$ cat src/hdl/mprs_pkg.sv
package mprs_pkg;

  // core clock and link clock timing
  localparam int unsigned CORE_PERIOD_NS = 50;
  localparam int unsigned LINK_PERIOD_NS = 400;
  localparam int unsigned MGMT_PERIOD_NS = 400;
  localparam int unsigned LINK_HALF_CYC  =
    (LINK_PERIOD_NS / 2 + CORE_PERIOD_NS - 1) / CORE_PERIOD_NS;
  localparam int unsigned MGMT_HALF_CYC  =
    (MGMT_PERIOD_NS / 2 + CORE_PERIOD_NS - 1) / CORE_PERIOD_NS;
  localparam int unsigned DIV_W          = 8;
  localparam int unsigned DLY_W          = 2;

  // nibble width
  localparam int unsigned NIB_W = 4;

  // positions in the pin synchroniser vector
  localparam int unsigned SY_TXD  = 0;
  localparam int unsigned SY_TXEN = 4;
  localparam int unsigned SY_TXER = 5;
  localparam int unsigned SY_RXD  = 6;
  localparam int unsigned SY_RXDV = 10;
  localparam int unsigned SY_RXER = 11;
  localparam int unsigned SY_COL  = 12;
  localparam int unsigned SY_CRS  = 13;
  localparam int unsigned SY_MDIO = 14;
  localparam int unsigned SY_W    = 15;

  // reset values and the all-ones nibble
  localparam logic [NIB_W-1:0] NIB_RST  = 4'h0;
  localparam logic [NIB_W-1:0] NIB_ALL  = 4'hf;
  localparam logic [SY_W-1:0]  SYNC_RST = 15'h0000;
  localparam logic [DIV_W-1:0] DIV_RST  = 8'h00;
  localparam logic [DLY_W-1:0] DLY_RST  = 2'h0;

  typedef enum logic [1:0] {
    RX_IDLE,
    RX_FRAME,
    RX_DROP
  } mprs_rx_state_type;

endpackage

$ cat src/hdl/mprs_edge_if.sv
`timescale 1ns/1ps
interface mprs_edge_if;
  logic clk_lvl;
  logic drive;
  logic sample;

  modport gen
  (
    output clk_lvl,
    output drive,
    output sample
  );

  modport sink
  (
    input clk_lvl,
    input drive,
    input sample
  );
endinterface

$ cat src/hdl/mprs_port_role_switch.sv
`timescale 1ns/1ps
// Contract
// - transmit nibble: out in MAC, in in PHY
// - transmit enable marks valid transmit nibble
// - receive valid marks valid receive nibble
// - receive error: input MAC, low PHY
// - MAC mode transmit error held low
// - PHY mode transmit error aborts packet
// - collision: sampled MAC, generated PHY
// - carrier sense: sampled MAC, generated PHY
// - transmit clock: input MAC, output PHY
// - receive clock: input MAC, output PHY
// - receive nibble: in MAC, out PHY
// - slave modes: management data bidirectional
// - master mode: switch masters management data
// - management clock: input slave, output master
module mprs_port_role_switch
(
  input  wire logic                      core_clk_i,
  input  wire logic                      rst_i,
  input  wire logic                      role_phy_i,
  input  wire logic                      mgmt_master_i,
  input  wire logic [mprs_pkg::NIB_W-1:0] sw_tx_data_i,
  input  wire logic                      sw_tx_valid_i,
  output logic                           sw_tx_ready_o,
  output logic [mprs_pkg::NIB_W-1:0]      sw_rx_data_o,
  output logic                           sw_rx_valid_o,
  output logic                           sw_rx_err_o,
  output logic                           sw_rx_end_o,
  output logic                           sw_rx_abort_o,
  output logic                           sw_col_o,
  output logic                           sw_crs_o,
  input  wire logic                      mgmt_mdio_out_i,
  input  wire logic                      mgmt_mdio_oe_i,
  output logic                           mgmt_mdio_in_o,
  output logic                           mgmt_mdc_rise_o,
  input  wire logic [mprs_pkg::NIB_W-1:0] txd_i,
  output logic [mprs_pkg::NIB_W-1:0]      txd_o,
  output logic [mprs_pkg::NIB_W-1:0]      txd_oe_o,
  input  wire logic                      tx_en_i,
  output logic                           tx_en_o,
  output logic                           tx_en_oe_o,
  input  wire logic                      tx_er_i,
  output logic                           tx_er_o,
  output logic                           tx_er_oe_o,
  input  wire logic [mprs_pkg::NIB_W-1:0] rxd_i,
  output logic [mprs_pkg::NIB_W-1:0]      rxd_o,
  output logic [mprs_pkg::NIB_W-1:0]      rxd_oe_o,
  input  wire logic                      rx_dv_i,
  output logic                           rx_dv_o,
  output logic                           rx_dv_oe_o,
  input  wire logic                      rx_er_i,
  output logic                           rx_er_o,
  output logic                           rx_er_oe_o,
  input  wire logic                      col_i,
  output logic                           col_o,
  output logic                           col_oe_o,
  input  wire logic                      crs_i,
  output logic                           crs_o,
  output logic                           crs_oe_o,
  input  wire logic                      tx_clk_i,
  output logic                           tx_clk_o,
  output logic                           tx_clk_oe_o,
  input  wire logic                      rx_clk_i,
  output logic                           rx_clk_o,
  output logic                           rx_clk_oe_o,
  input  wire logic                      mdio_i,
  output logic                           mdio_o,
  output logic                           mdio_oe_o,
  input  wire logic                      mdc_i,
  output logic                           mdc_o,
  output logic                           mdc_oe_o
);
  import mprs_pkg::*;

  mprs_edge_if tx_edge ();
  mprs_edge_if rx_edge ();
  mprs_edge_if mdc_edge ();

  logic              phy_reg,      phy_next;
  logic              master_reg,   master_next;
  logic [SY_W-1:0]   sy1_reg,      sy1_next;
  logic [SY_W-1:0]   sy2_reg,      sy2_next;
  logic [NIB_W-1:0]  snd_data_reg, snd_data_next;
  logic              snd_en_reg,   snd_en_next;
  logic              crs_reg,      crs_next;
  logic              col_reg,      col_next;
  mprs_rx_state_type rx_state_reg, rx_state_next;
  logic [NIB_W-1:0]  rx_data_reg,  rx_data_next;
  logic              rx_valid_reg, rx_valid_next;
  logic              rx_err_reg,   rx_err_next;
  logic              rx_end_reg,   rx_end_next;
  logic              rx_abort_reg, rx_abort_next;
  logic              snd_go;
  logic              rcv_go;
  logic              in_en;
  logic              in_er;
  logic              in_abort;
  logic [NIB_W-1:0]  in_data;

  // clock pins: link clocks generated in PHY role, sampled in MAC role; management clock generated in master mode, sampled in slave mode
  mprs_link_clock #(.HALF_CYC(LINK_HALF_CYC)) u_tx_clk
  (
    .core_clk_i (core_clk_i),
    .rst_i      (rst_i),
    .gen_i      (phy_reg),
    .pin_i      (tx_clk_i),
    .edge_o     (tx_edge)
  );

  mprs_link_clock #(.HALF_CYC(LINK_HALF_CYC)) u_rx_clk
  (
    .core_clk_i (core_clk_i),
    .rst_i      (rst_i),
    .gen_i      (phy_reg),
    .pin_i      (rx_clk_i),
    .edge_o     (rx_edge)
  );

  mprs_link_clock #(.HALF_CYC(MGMT_HALF_CYC)) u_mdc
  (
    .core_clk_i (core_clk_i),
    .rst_i      (rst_i),
    .gen_i      (master_reg),
    .pin_i      (mdc_i),
    .edge_o     (mdc_edge)
  );

  // role selection of the active clock edges
  assign snd_go   = phy_reg ? rx_edge.drive : tx_edge.drive;
  assign rcv_go   = phy_reg ? tx_edge.sample : rx_edge.sample;
  assign in_en    = phy_reg ? sy2_reg[SY_TXEN] : sy2_reg[SY_RXDV];
  assign in_er    = phy_reg ? sy2_reg[SY_TXER] : sy2_reg[SY_RXER];
  assign in_data  = phy_reg ? sy2_reg[SY_TXD +: NIB_W] : sy2_reg[SY_RXD +: NIB_W];
  assign in_abort = phy_reg & in_er;

  always_comb
  begin
    phy_next      = role_phy_i;
    master_next   = mgmt_master_i;
    sy1_next      = {mdio_i, crs_i, col_i, rx_er_i, rx_dv_i, rxd_i, tx_er_i, tx_en_i, txd_i};
    sy2_next      = sy1_reg;
    snd_data_next = snd_data_reg;
    snd_en_next   = snd_en_reg;
    crs_next      = crs_reg;
    col_next      = col_reg;
    if (snd_go)
    begin
      snd_en_next   = sw_tx_valid_i;
      snd_data_next = sw_tx_valid_i ? sw_tx_data_i : NIB_RST;
      crs_next      = sw_tx_valid_i | in_en;
      col_next      = sw_tx_valid_i & in_en;
    end
  end

  always_ff @(posedge core_clk_i)
  begin
    if (rst_i)
    begin
      phy_reg      <= 1'b0;
      master_reg   <= 1'b0;
      sy1_reg      <= SYNC_RST;
      sy2_reg      <= SYNC_RST;
      snd_data_reg <= NIB_RST;
      snd_en_reg   <= 1'b0;
      crs_reg      <= 1'b0;
      col_reg      <= 1'b0;
    end
    else
    begin
      phy_reg      <= phy_next;
      master_reg   <= master_next;
      sy1_reg      <= sy1_next;
      sy2_reg      <= sy2_next;
      snd_data_reg <= snd_data_next;
      snd_en_reg   <= snd_en_next;
      crs_reg      <= crs_next;
      col_reg      <= col_next;
    end
  end

  always_comb
  begin
    rx_state_next = rx_state_reg;
    rx_data_next  = rx_data_reg;
    rx_valid_next = 1'b0;
    rx_err_next   = rx_err_reg;
    rx_end_next   = 1'b0;
    rx_abort_next = 1'b0;
    if (rcv_go)
    begin
      unique case (rx_state_reg)
        RX_IDLE:
        begin
          if (in_en && in_abort)
          begin
            rx_abort_next = 1'b1;
            rx_state_next = RX_DROP;
          end
          else if (in_en)
          begin
            rx_valid_next = 1'b1;
            rx_data_next  = in_data;
            rx_err_next   = ~phy_reg & in_er;
            rx_state_next = RX_FRAME;
          end
        end
        RX_FRAME:
        begin
          if (!in_en)
          begin
            rx_end_next   = 1'b1;
            rx_state_next = RX_IDLE;
          end
          else if (in_abort)
          begin
            rx_abort_next = 1'b1;
            rx_state_next = RX_DROP;
          end
          else
          begin
            rx_valid_next = 1'b1;
            rx_data_next  = in_data;
            rx_err_next   = ~phy_reg & in_er;
          end
        end
        RX_DROP:
        begin
          if (!in_en)
          begin
            rx_state_next = RX_IDLE;
          end
        end
        default:
        begin
          rx_state_next = RX_IDLE;
        end
      endcase
    end
  end

  always_ff @(posedge core_clk_i)
  begin
    if (rst_i)
    begin
      rx_state_reg <= RX_IDLE;
      rx_data_reg  <= NIB_RST;
      rx_valid_reg <= 1'b0;
      rx_err_reg   <= 1'b0;
      rx_end_reg   <= 1'b0;
      rx_abort_reg <= 1'b0;
    end
    else
    begin
      rx_state_reg <= rx_state_next;
      rx_data_reg  <= rx_data_next;
      rx_valid_reg <= rx_valid_next;
      rx_err_reg   <= rx_err_next;
      rx_end_reg   <= rx_end_next;
      rx_abort_reg <= rx_abort_next;
    end
  end

  assign sw_tx_ready_o   = snd_go;
  assign sw_rx_data_o    = rx_data_reg;
  assign sw_rx_valid_o   = rx_valid_reg;
  assign sw_rx_err_o     = rx_err_reg;
  assign sw_rx_end_o     = rx_end_reg;
  assign sw_rx_abort_o   = rx_abort_reg;
  assign sw_col_o        = phy_reg ? col_reg : sy2_reg[SY_COL];
  assign sw_crs_o        = phy_reg ? crs_reg : sy2_reg[SY_CRS];
  assign mgmt_mdio_in_o  = sy2_reg[SY_MDIO];
  assign mgmt_mdc_rise_o = mdc_edge.sample;

  assign txd_o       = snd_data_reg;
  assign txd_oe_o    = phy_reg ? NIB_RST : NIB_ALL;
  assign tx_en_o     = snd_en_reg;
  assign tx_en_oe_o  = ~phy_reg;
  assign tx_er_o     = 1'b0;
  assign tx_er_oe_o  = ~phy_reg;
  assign rxd_o       = snd_data_reg;
  assign rxd_oe_o    = phy_reg ? NIB_ALL : NIB_RST;
  assign rx_dv_o     = snd_en_reg;
  assign rx_dv_oe_o  = phy_reg;
  assign rx_er_o     = 1'b0;
  assign rx_er_oe_o  = phy_reg;
  assign col_o       = col_reg;
  assign col_oe_o    = phy_reg;
  assign crs_o       = crs_reg;
  assign crs_oe_o    = phy_reg;
  assign tx_clk_o    = tx_edge.clk_lvl;
  assign tx_clk_oe_o = phy_reg;
  assign rx_clk_o    = rx_edge.clk_lvl;
  assign rx_clk_oe_o = phy_reg;
  assign mdio_o      = mgmt_mdio_out_i;
  assign mdio_oe_o   = mgmt_mdio_oe_i;
  assign mdc_o       = mdc_edge.clk_lvl;
  assign mdc_oe_o    = master_reg;
endmodule // mprs_port_role_switch

$ cat src/hdl/mprs_link_clock.sv
`timescale 1ns/1ps
module mprs_link_clock
#(
  parameter int unsigned HALF_CYC = mprs_pkg::LINK_HALF_CYC
)
(
  input  wire logic core_clk_i,
  input  wire logic rst_i,
  input  wire logic gen_i,
  input  wire logic pin_i,
  mprs_edge_if.gen  edge_o
);
  import mprs_pkg::*;

  localparam logic [DIV_W-1:0] HALF_LAST = DIV_W'(HALF_CYC - 1);

  logic             sync1_reg,    sync1_next;
  logic             sync2_reg,    sync2_next;
  logic             sync3_reg,    sync3_next;
  logic [DIV_W-1:0] cnt_reg,      cnt_next;
  logic             gclk_reg,     gclk_next;
  logic [DLY_W-1:0] fdly_reg,     fdly_next;
  logic             wrap;
  logic             gfall;
  logic             prise;

  always_comb
  begin
    sync1_next = pin_i;
    sync2_next = sync1_reg;
    sync3_next = sync2_reg;
    wrap       = (cnt_reg == HALF_LAST);
    gfall      = gen_i & gclk_reg & wrap;
    prise      = sync2_reg & ~sync3_reg;
    cnt_next   = DIV_RST;
    gclk_next  = 1'b0;
    if (gen_i)
    begin
      cnt_next  = wrap ? DIV_RST : cnt_reg + 1'b1;
      gclk_next = wrap ? ~gclk_reg : gclk_reg;
    end
    fdly_next = {fdly_reg[0], gfall};
  end

  always_ff @(posedge core_clk_i)
  begin
    if (rst_i)
    begin
      sync1_reg <= 1'b0;
      sync2_reg <= 1'b0;
      sync3_reg <= 1'b0;
      cnt_reg   <= DIV_RST;
      gclk_reg  <= 1'b0;
      fdly_reg  <= DLY_RST;
    end
    else
    begin
      sync1_reg <= sync1_next;
      sync2_reg <= sync2_next;
      sync3_reg <= sync3_next;
      cnt_reg   <= cnt_next;
      gclk_reg  <= gclk_next;
      fdly_reg  <= fdly_next;
    end
  end

  // generated: drive on falling edge, sample two core cycles after the fall; received: both on rise
  assign edge_o.clk_lvl = gclk_reg;
  assign edge_o.drive   = gen_i ? gfall : prise;
  assign edge_o.sample  = gen_i ? fdly_reg[1] : prise;

endmodule // mprs_link_clock

$ cat config.mk
export PLATFORM = sky130hd
export DESIGN_NAME = mprs_port_role_switch
export DESIGN_NICKNAME = d
export VERILOG_FILES = /design/src/hdl/mprs_pkg.sv /design/src/hdl/mprs_edge_if.sv /design/src/hdl/mprs_port_role_switch.sv /design/src/hdl/mprs_link_clock.sv
export SDC_FILE = /design/constraint.sdc
export NUM_CORES = 1
export LEC_CHECK = 0
export ABC_AREA = 1
export BUFFER_PORTS_ARGS = -buffer_cell sky130_fd_sc_hd__buf_2
export CELL_PAD_IN_SITES_DETAIL_PLACEMENT = 0
export CELL_PAD_IN_SITES_GLOBAL_PLACEMENT = 2
export CORE_ASPECT_RATIO = 0.7
export CORE_MARGIN = 3
export CORE_UTILIZATION = 30
export DETAILED_ROUTE_END_ITERATION = 10
export PLACE_DENSITY = 0.77
export SLEW_MARGIN = 0
export SYNTH_ARGS = -nofsm -noshare
export SYNTH_HDL_FRONTEND = slang
export SYNTH_SLANG_ARGS = --single-unit
$ cat constraint.sdc
create_clock -name core_clk_i -period 1.63 [get_ports core_clk_i]
set_clock_uncertainty 0.2 [all_clocks]
set_input_delay 0.163 -clock core_clk_i [delete_from_list [all_inputs] [get_ports core_clk_i]]
set_output_delay 0.163 -clock core_clk_i [all_outputs]
set_load 0.05 [all_outputs]
# Yosys cells after proc, flatten, opt, wreduce, memory -nomap -nowiden
# Index checks and enable logic that the tools add are counted.
# classes
n_bitwise	23
n_eq_ne	12
n_reduce_logical	12
add_sub_neg	3
n_mux	37
# ops
op	n
$mux 4	8
$add 8x1->8 const B	3
$eq 8x2->1 const B	3
$mux 1	19
$and 1x1->1	12
$reduce_or 3->1	4
$mux 2	5
$ne 2x2->1 const B	5
$not 1->1	10
$pmux 4 s2	1
$ne 3x3->1 const B	2
$pmux 1 s2	3
$pmux 2 s3	1
$reduce_and 6->1	1
$reduce_or 2->1	3
$reduce_and 4->1	1
$eq 2x1->1 const B	1
$eq 2x2->1 const B	1
$logic_not 2->1	1
$reduce_bool 2->1	1
$logic_and 1x1->1	1
$or 1x1->1	1
# word_totals
in_bits	29
register_bits	89
output_inout_bits	49
wordCells	118

# Longest topological paths before layout
# depth
depth_word	5
mapped_depth	9
mapped_depth_nobuf	9

# Hierarchy
# Synthesis repeated with hierarchy kept, for this count alone.
# hier_totals
cells_unflattened	504
area_unflattened_um2	3844.9
# modules_own_cells
mod	seq_area_each_um2	n_inst	area_per_inst_um2	cells_each
mprs_link_clock	280.3	3	658.1	91
mprs_port_role_switch	980.9	1	1870.5	231

# Worst setup path before layout
# OpenSTA, ideal clock, no wires.
# synth_path
kind	reg-to-output
start	register master_reg (netlist: mdc_oe_o)
end	output port mgmt_mdc_rise_o
stages_incl_launch_ff	2
arrival_ns	1.767
slack_ns	-0.500
n_path_buf	0
required_time_ns	1.267
path_cell_list	dfxtp_1 > o31ai_1
# synth_between
elab_chain_cells	1
# synth_rtl
item	line	source
start, declared	mprs_port_role_switch.sv:81	logic master_reg, master_next;
start signal, assigned	mprs_port_role_switch.sv:172	master_reg <= master_next;
$mux 1	mprs_link_clock.sv:70	assign edge_o.sample = gen_i ? fdly_reg[1] : prise;
end, declared	mprs_port_role_switch.sv:36	output logic mgmt_mdc_rise_o,
# No other way between the ends.

# Final worst setup path
# layout_path
start	register u_rx_clk.cnt_reg[0]
end	output port sw_tx_ready_o
# layout_between
elab_chain_cells	3
# layout_rtl
item	line	source
start, declared	mprs_link_clock.sv:20	logic [DIV_W-1:0] cnt_reg, cnt_next;
start signal, assigned	mprs_link_clock.sv:61	cnt_reg <= cnt_next;
$eq 8x2->1	mprs_link_clock.sv:32	wrap = (cnt_reg == HALF_LAST);
$and 1x1->1	mprs_link_clock.sv:33	gfall = gen_i & gclk_reg & wrap;
$mux 1	mprs_port_role_switch.sv:130	assign snd_go = phy_reg ? rx_edge.drive : tx_edge.drive;
end, declared	mprs_port_role_switch.sv:25	output logic sw_tx_ready_o,
# No other way between the ends.

==> metrics.csv <==
metric,value,unit
vias post-DR,2774,
"antenna viol nets, final",0,
largest net degree at the start of global routing,32,
WHS,25.1,ps
CTS buffer count,9,
Die Span X,135,um
VDD IR max,527,uV
initial antenna violation count,0,
Synth Cell Area,3470,sq um
Clock transition at path regs,60,ps
setup tns final,-173,ps
core area,11100,sq um
final setup margin,-79.7,ps
achievable frequency,585,MHz
global-route wire length before repair,12.0,mm
Routed WL,7.39,mm
Setup Crit Path Kind,reg -> out,
Area Growth Syn to Fin,36.7,%
Net Sw Power,1.10,mW
PwrDens,1030,nW/um^2
worst-path maximum fanout,2,
# setup viols final,7,
Max Root-Sink Buffers,2,
Hold Path Class,in -> reg,
layout cells sized above 1,26.9,%
failing checks,setup timing,
final max-slew violation count,0,
IO buf count,71,
Final GP Congestion,0.758,
GR Util All Layers,11.9,%
Yosys Warn Count,0,
Total Nets Final,585,
Synth Area per Inst,7.74,sq um
unrepaired setup endpoints after global routing,yes,
Finished Cell Area,4740,sq um
Die ar.,12900,sq um
crit path time final,1710,ps
Max-Cap Viols,0,
Flop pwr share,46.3,%
clk_lat worst skew,330,ps
initial drt markers,85,
post-DP HPWL,5.12,mm
Site Rows,32,
Die Y,96.0,um
Placed Area,3910,sq um
Vias/cell,3.91,
Clock Sinks,89,
clock root cell,clkbuf_16,
internal power,3.77,mW
Logic pwr share,9.1,%
Critical Path RT,1270,ps
number of global-route vias before repair,2602,
final hold vios,0,
DRC viols,0,
status,"finished, violations left",
Seq. cell area,1790,sq um
Final period util,105,%
Critical Path AT,1350,ps
number of H-tree levels,3,
RR Endpoint,col_o,
"setup slack, reg-to-reg",-30,ps
post-synthesis cell count,448,
reg2reg start,u_rx_clk.cnt_reg[0],
CP startpoint,u_rx_clk.cnt_reg[0],
Pre-antenna DRT Iters,4,
total gr overflow,0,
R2R depth,9,
sw frac,22.6,%
starting density of the core,31.2,%
type of origin of the critical path,flip-flop,
diode count,0,
clock power share,44.6,%
Crit. End Element,output pin,
LEAKAGE,2.26,nW
post-synthesis sequential area ratio,51.4,%
"Distinct cells, synth",31,
Synth Register Bits,89,
CTS tree,built,
num ports,78,
multi-input logic area,1270,sq um
Fillers,1172,
worst setup path end,sw_tx_ready_o,
mean routed wirelength per cell,10.4,um
## placed cells by master, fill, tap and decap left out, types with 3 or more instances in the layout
| master | instances |
|---|---|
| nand2_1 | 67 |
| clkbuf_16 | 9 |
| dlygate4sd3_1 | 25 |
| dfxtp_2 | 4 |
| nor2_1 | 92 |
| nor3_1 | 5 |
| nand3_1 | 21 |
| o21ai_0 | 5 |
| inv_1 | 73 |
| nor2_2 | 4 |
| dfxtp_1 | 84 |
| inv_2 | 3 |
| buf_2 | 62 |
| buf_4 | 26 |
| nand2_2 | 5 |
| xor2_1 | 5 |
| a21oi_1 | 17 |
| nand2_4 | 5 |
| buf_6 | 10 |
| o21ai_1 | 3 |
## kinds of logic after synthesis
family	synth area share [%]
and+or+nand+nor	26.6
buffers and inverters	14.5
DFF	51.4
AOI/OAI and AO/OA	5.05
xor gates and xnor gates	1.26
adders and majority gates	1.08
other	0.108
## worst max-delay path, cell delays in order, from the launching register on
cell,delay [ps]
dfxtp_2,350
ha_4,150
nand2_4,50
nor2_4,130
nand4_4,100
nand2_4,80
buf_8,140
## power groups by stage
stage	clock, mW	combinational (mW)	sequential (mW)
finish	2.18	0.443	2.25
global route	2.33	0.488	2.26
CTS	2.25	0.429	2.25
detailed placement	0	0.366	2.30
global placement	0	0.366	2.30
floorplan	0	0.274	2.33
## layout make-up
class / instances / area share, %
Tap cell: 153 / 4.04
Clock buffer: 12 / 5.20
Inverter: 77 / 6.15
Clock inverter: 3 / 1.37
Sequential cell: 89 / 37.8
Multi-Input combinational cell: 252 / 26.9
Timing Repair Buffer: 124 / 18.6
## per-stage QoR
stage	power (mW)	util [%]	std cells	setup WS [ps]
2_1_floorplan	2.60	-	449	33.2
3_3_place_gp	2.67	35.1	653	67.2
3_5_place_dp	2.67	35.1	653	21.3
4_1_cts	4.93	41.3	701	-104
5_1_grt	5.08	42.6	710	-157
6_report	4.87	42.6	710	-79.7
## cells in the mapped netlist (all sizes together)
cell type	instances	area, sq um
nand2	77	319
nor3	5	25.0
nor4	1	6.26
or2	3	18.8
o21ai	10	57.6
nand4	1	21.3
a21oi	19	103
a21boi	1	7.51
nor2	99	400
clkbuf	5	18.8
ha	3	37.5
nor3b	3	22.5
o31ai	1	7.51
nand3	22	110
buf	26	196
xor2	5	43.8
conb	1	3.75
inv	77	289
dfxtp	89	1780
## what timing repair did
action                     in CTS  in global routing
resized for setup              20                 23
hold endpoints to repair       25                  0
pin swaps                       6                 13
hold buffers                   25                  0
setup endpoints to repair       9                 28
buffers inserted                8                 10
## metal layers
metal  vias up  wire length, um  GRT usage (%)
met1      1191             3730           15.6
met3        10              353           3.92
met2        49             3220           18.7
met5         -                0              0
li1       1524                -              -
met4         0               82           4.07
## worst min-delay path by stage
stage,start,depth (start not counted),slack [ps],end
detailed placement,mgmt_mdio_oe_i,0,130,mdio_oe_o
global route,rst_i,4,50,u_tx_clk.edge_o.clk_lvl
floorplan,role_phy_i,2,60,col_oe_o
finish,rst_i,4,30,u_tx_clk.edge_o.clk_lvl
CTS,rst_i,4,30,u_tx_clk.edge_o.clk_lvl
global placement,mgmt_mdio_oe_i,0,130,mdio_oe_o
No activity file was read; power rests on OpenSTA's default activity.
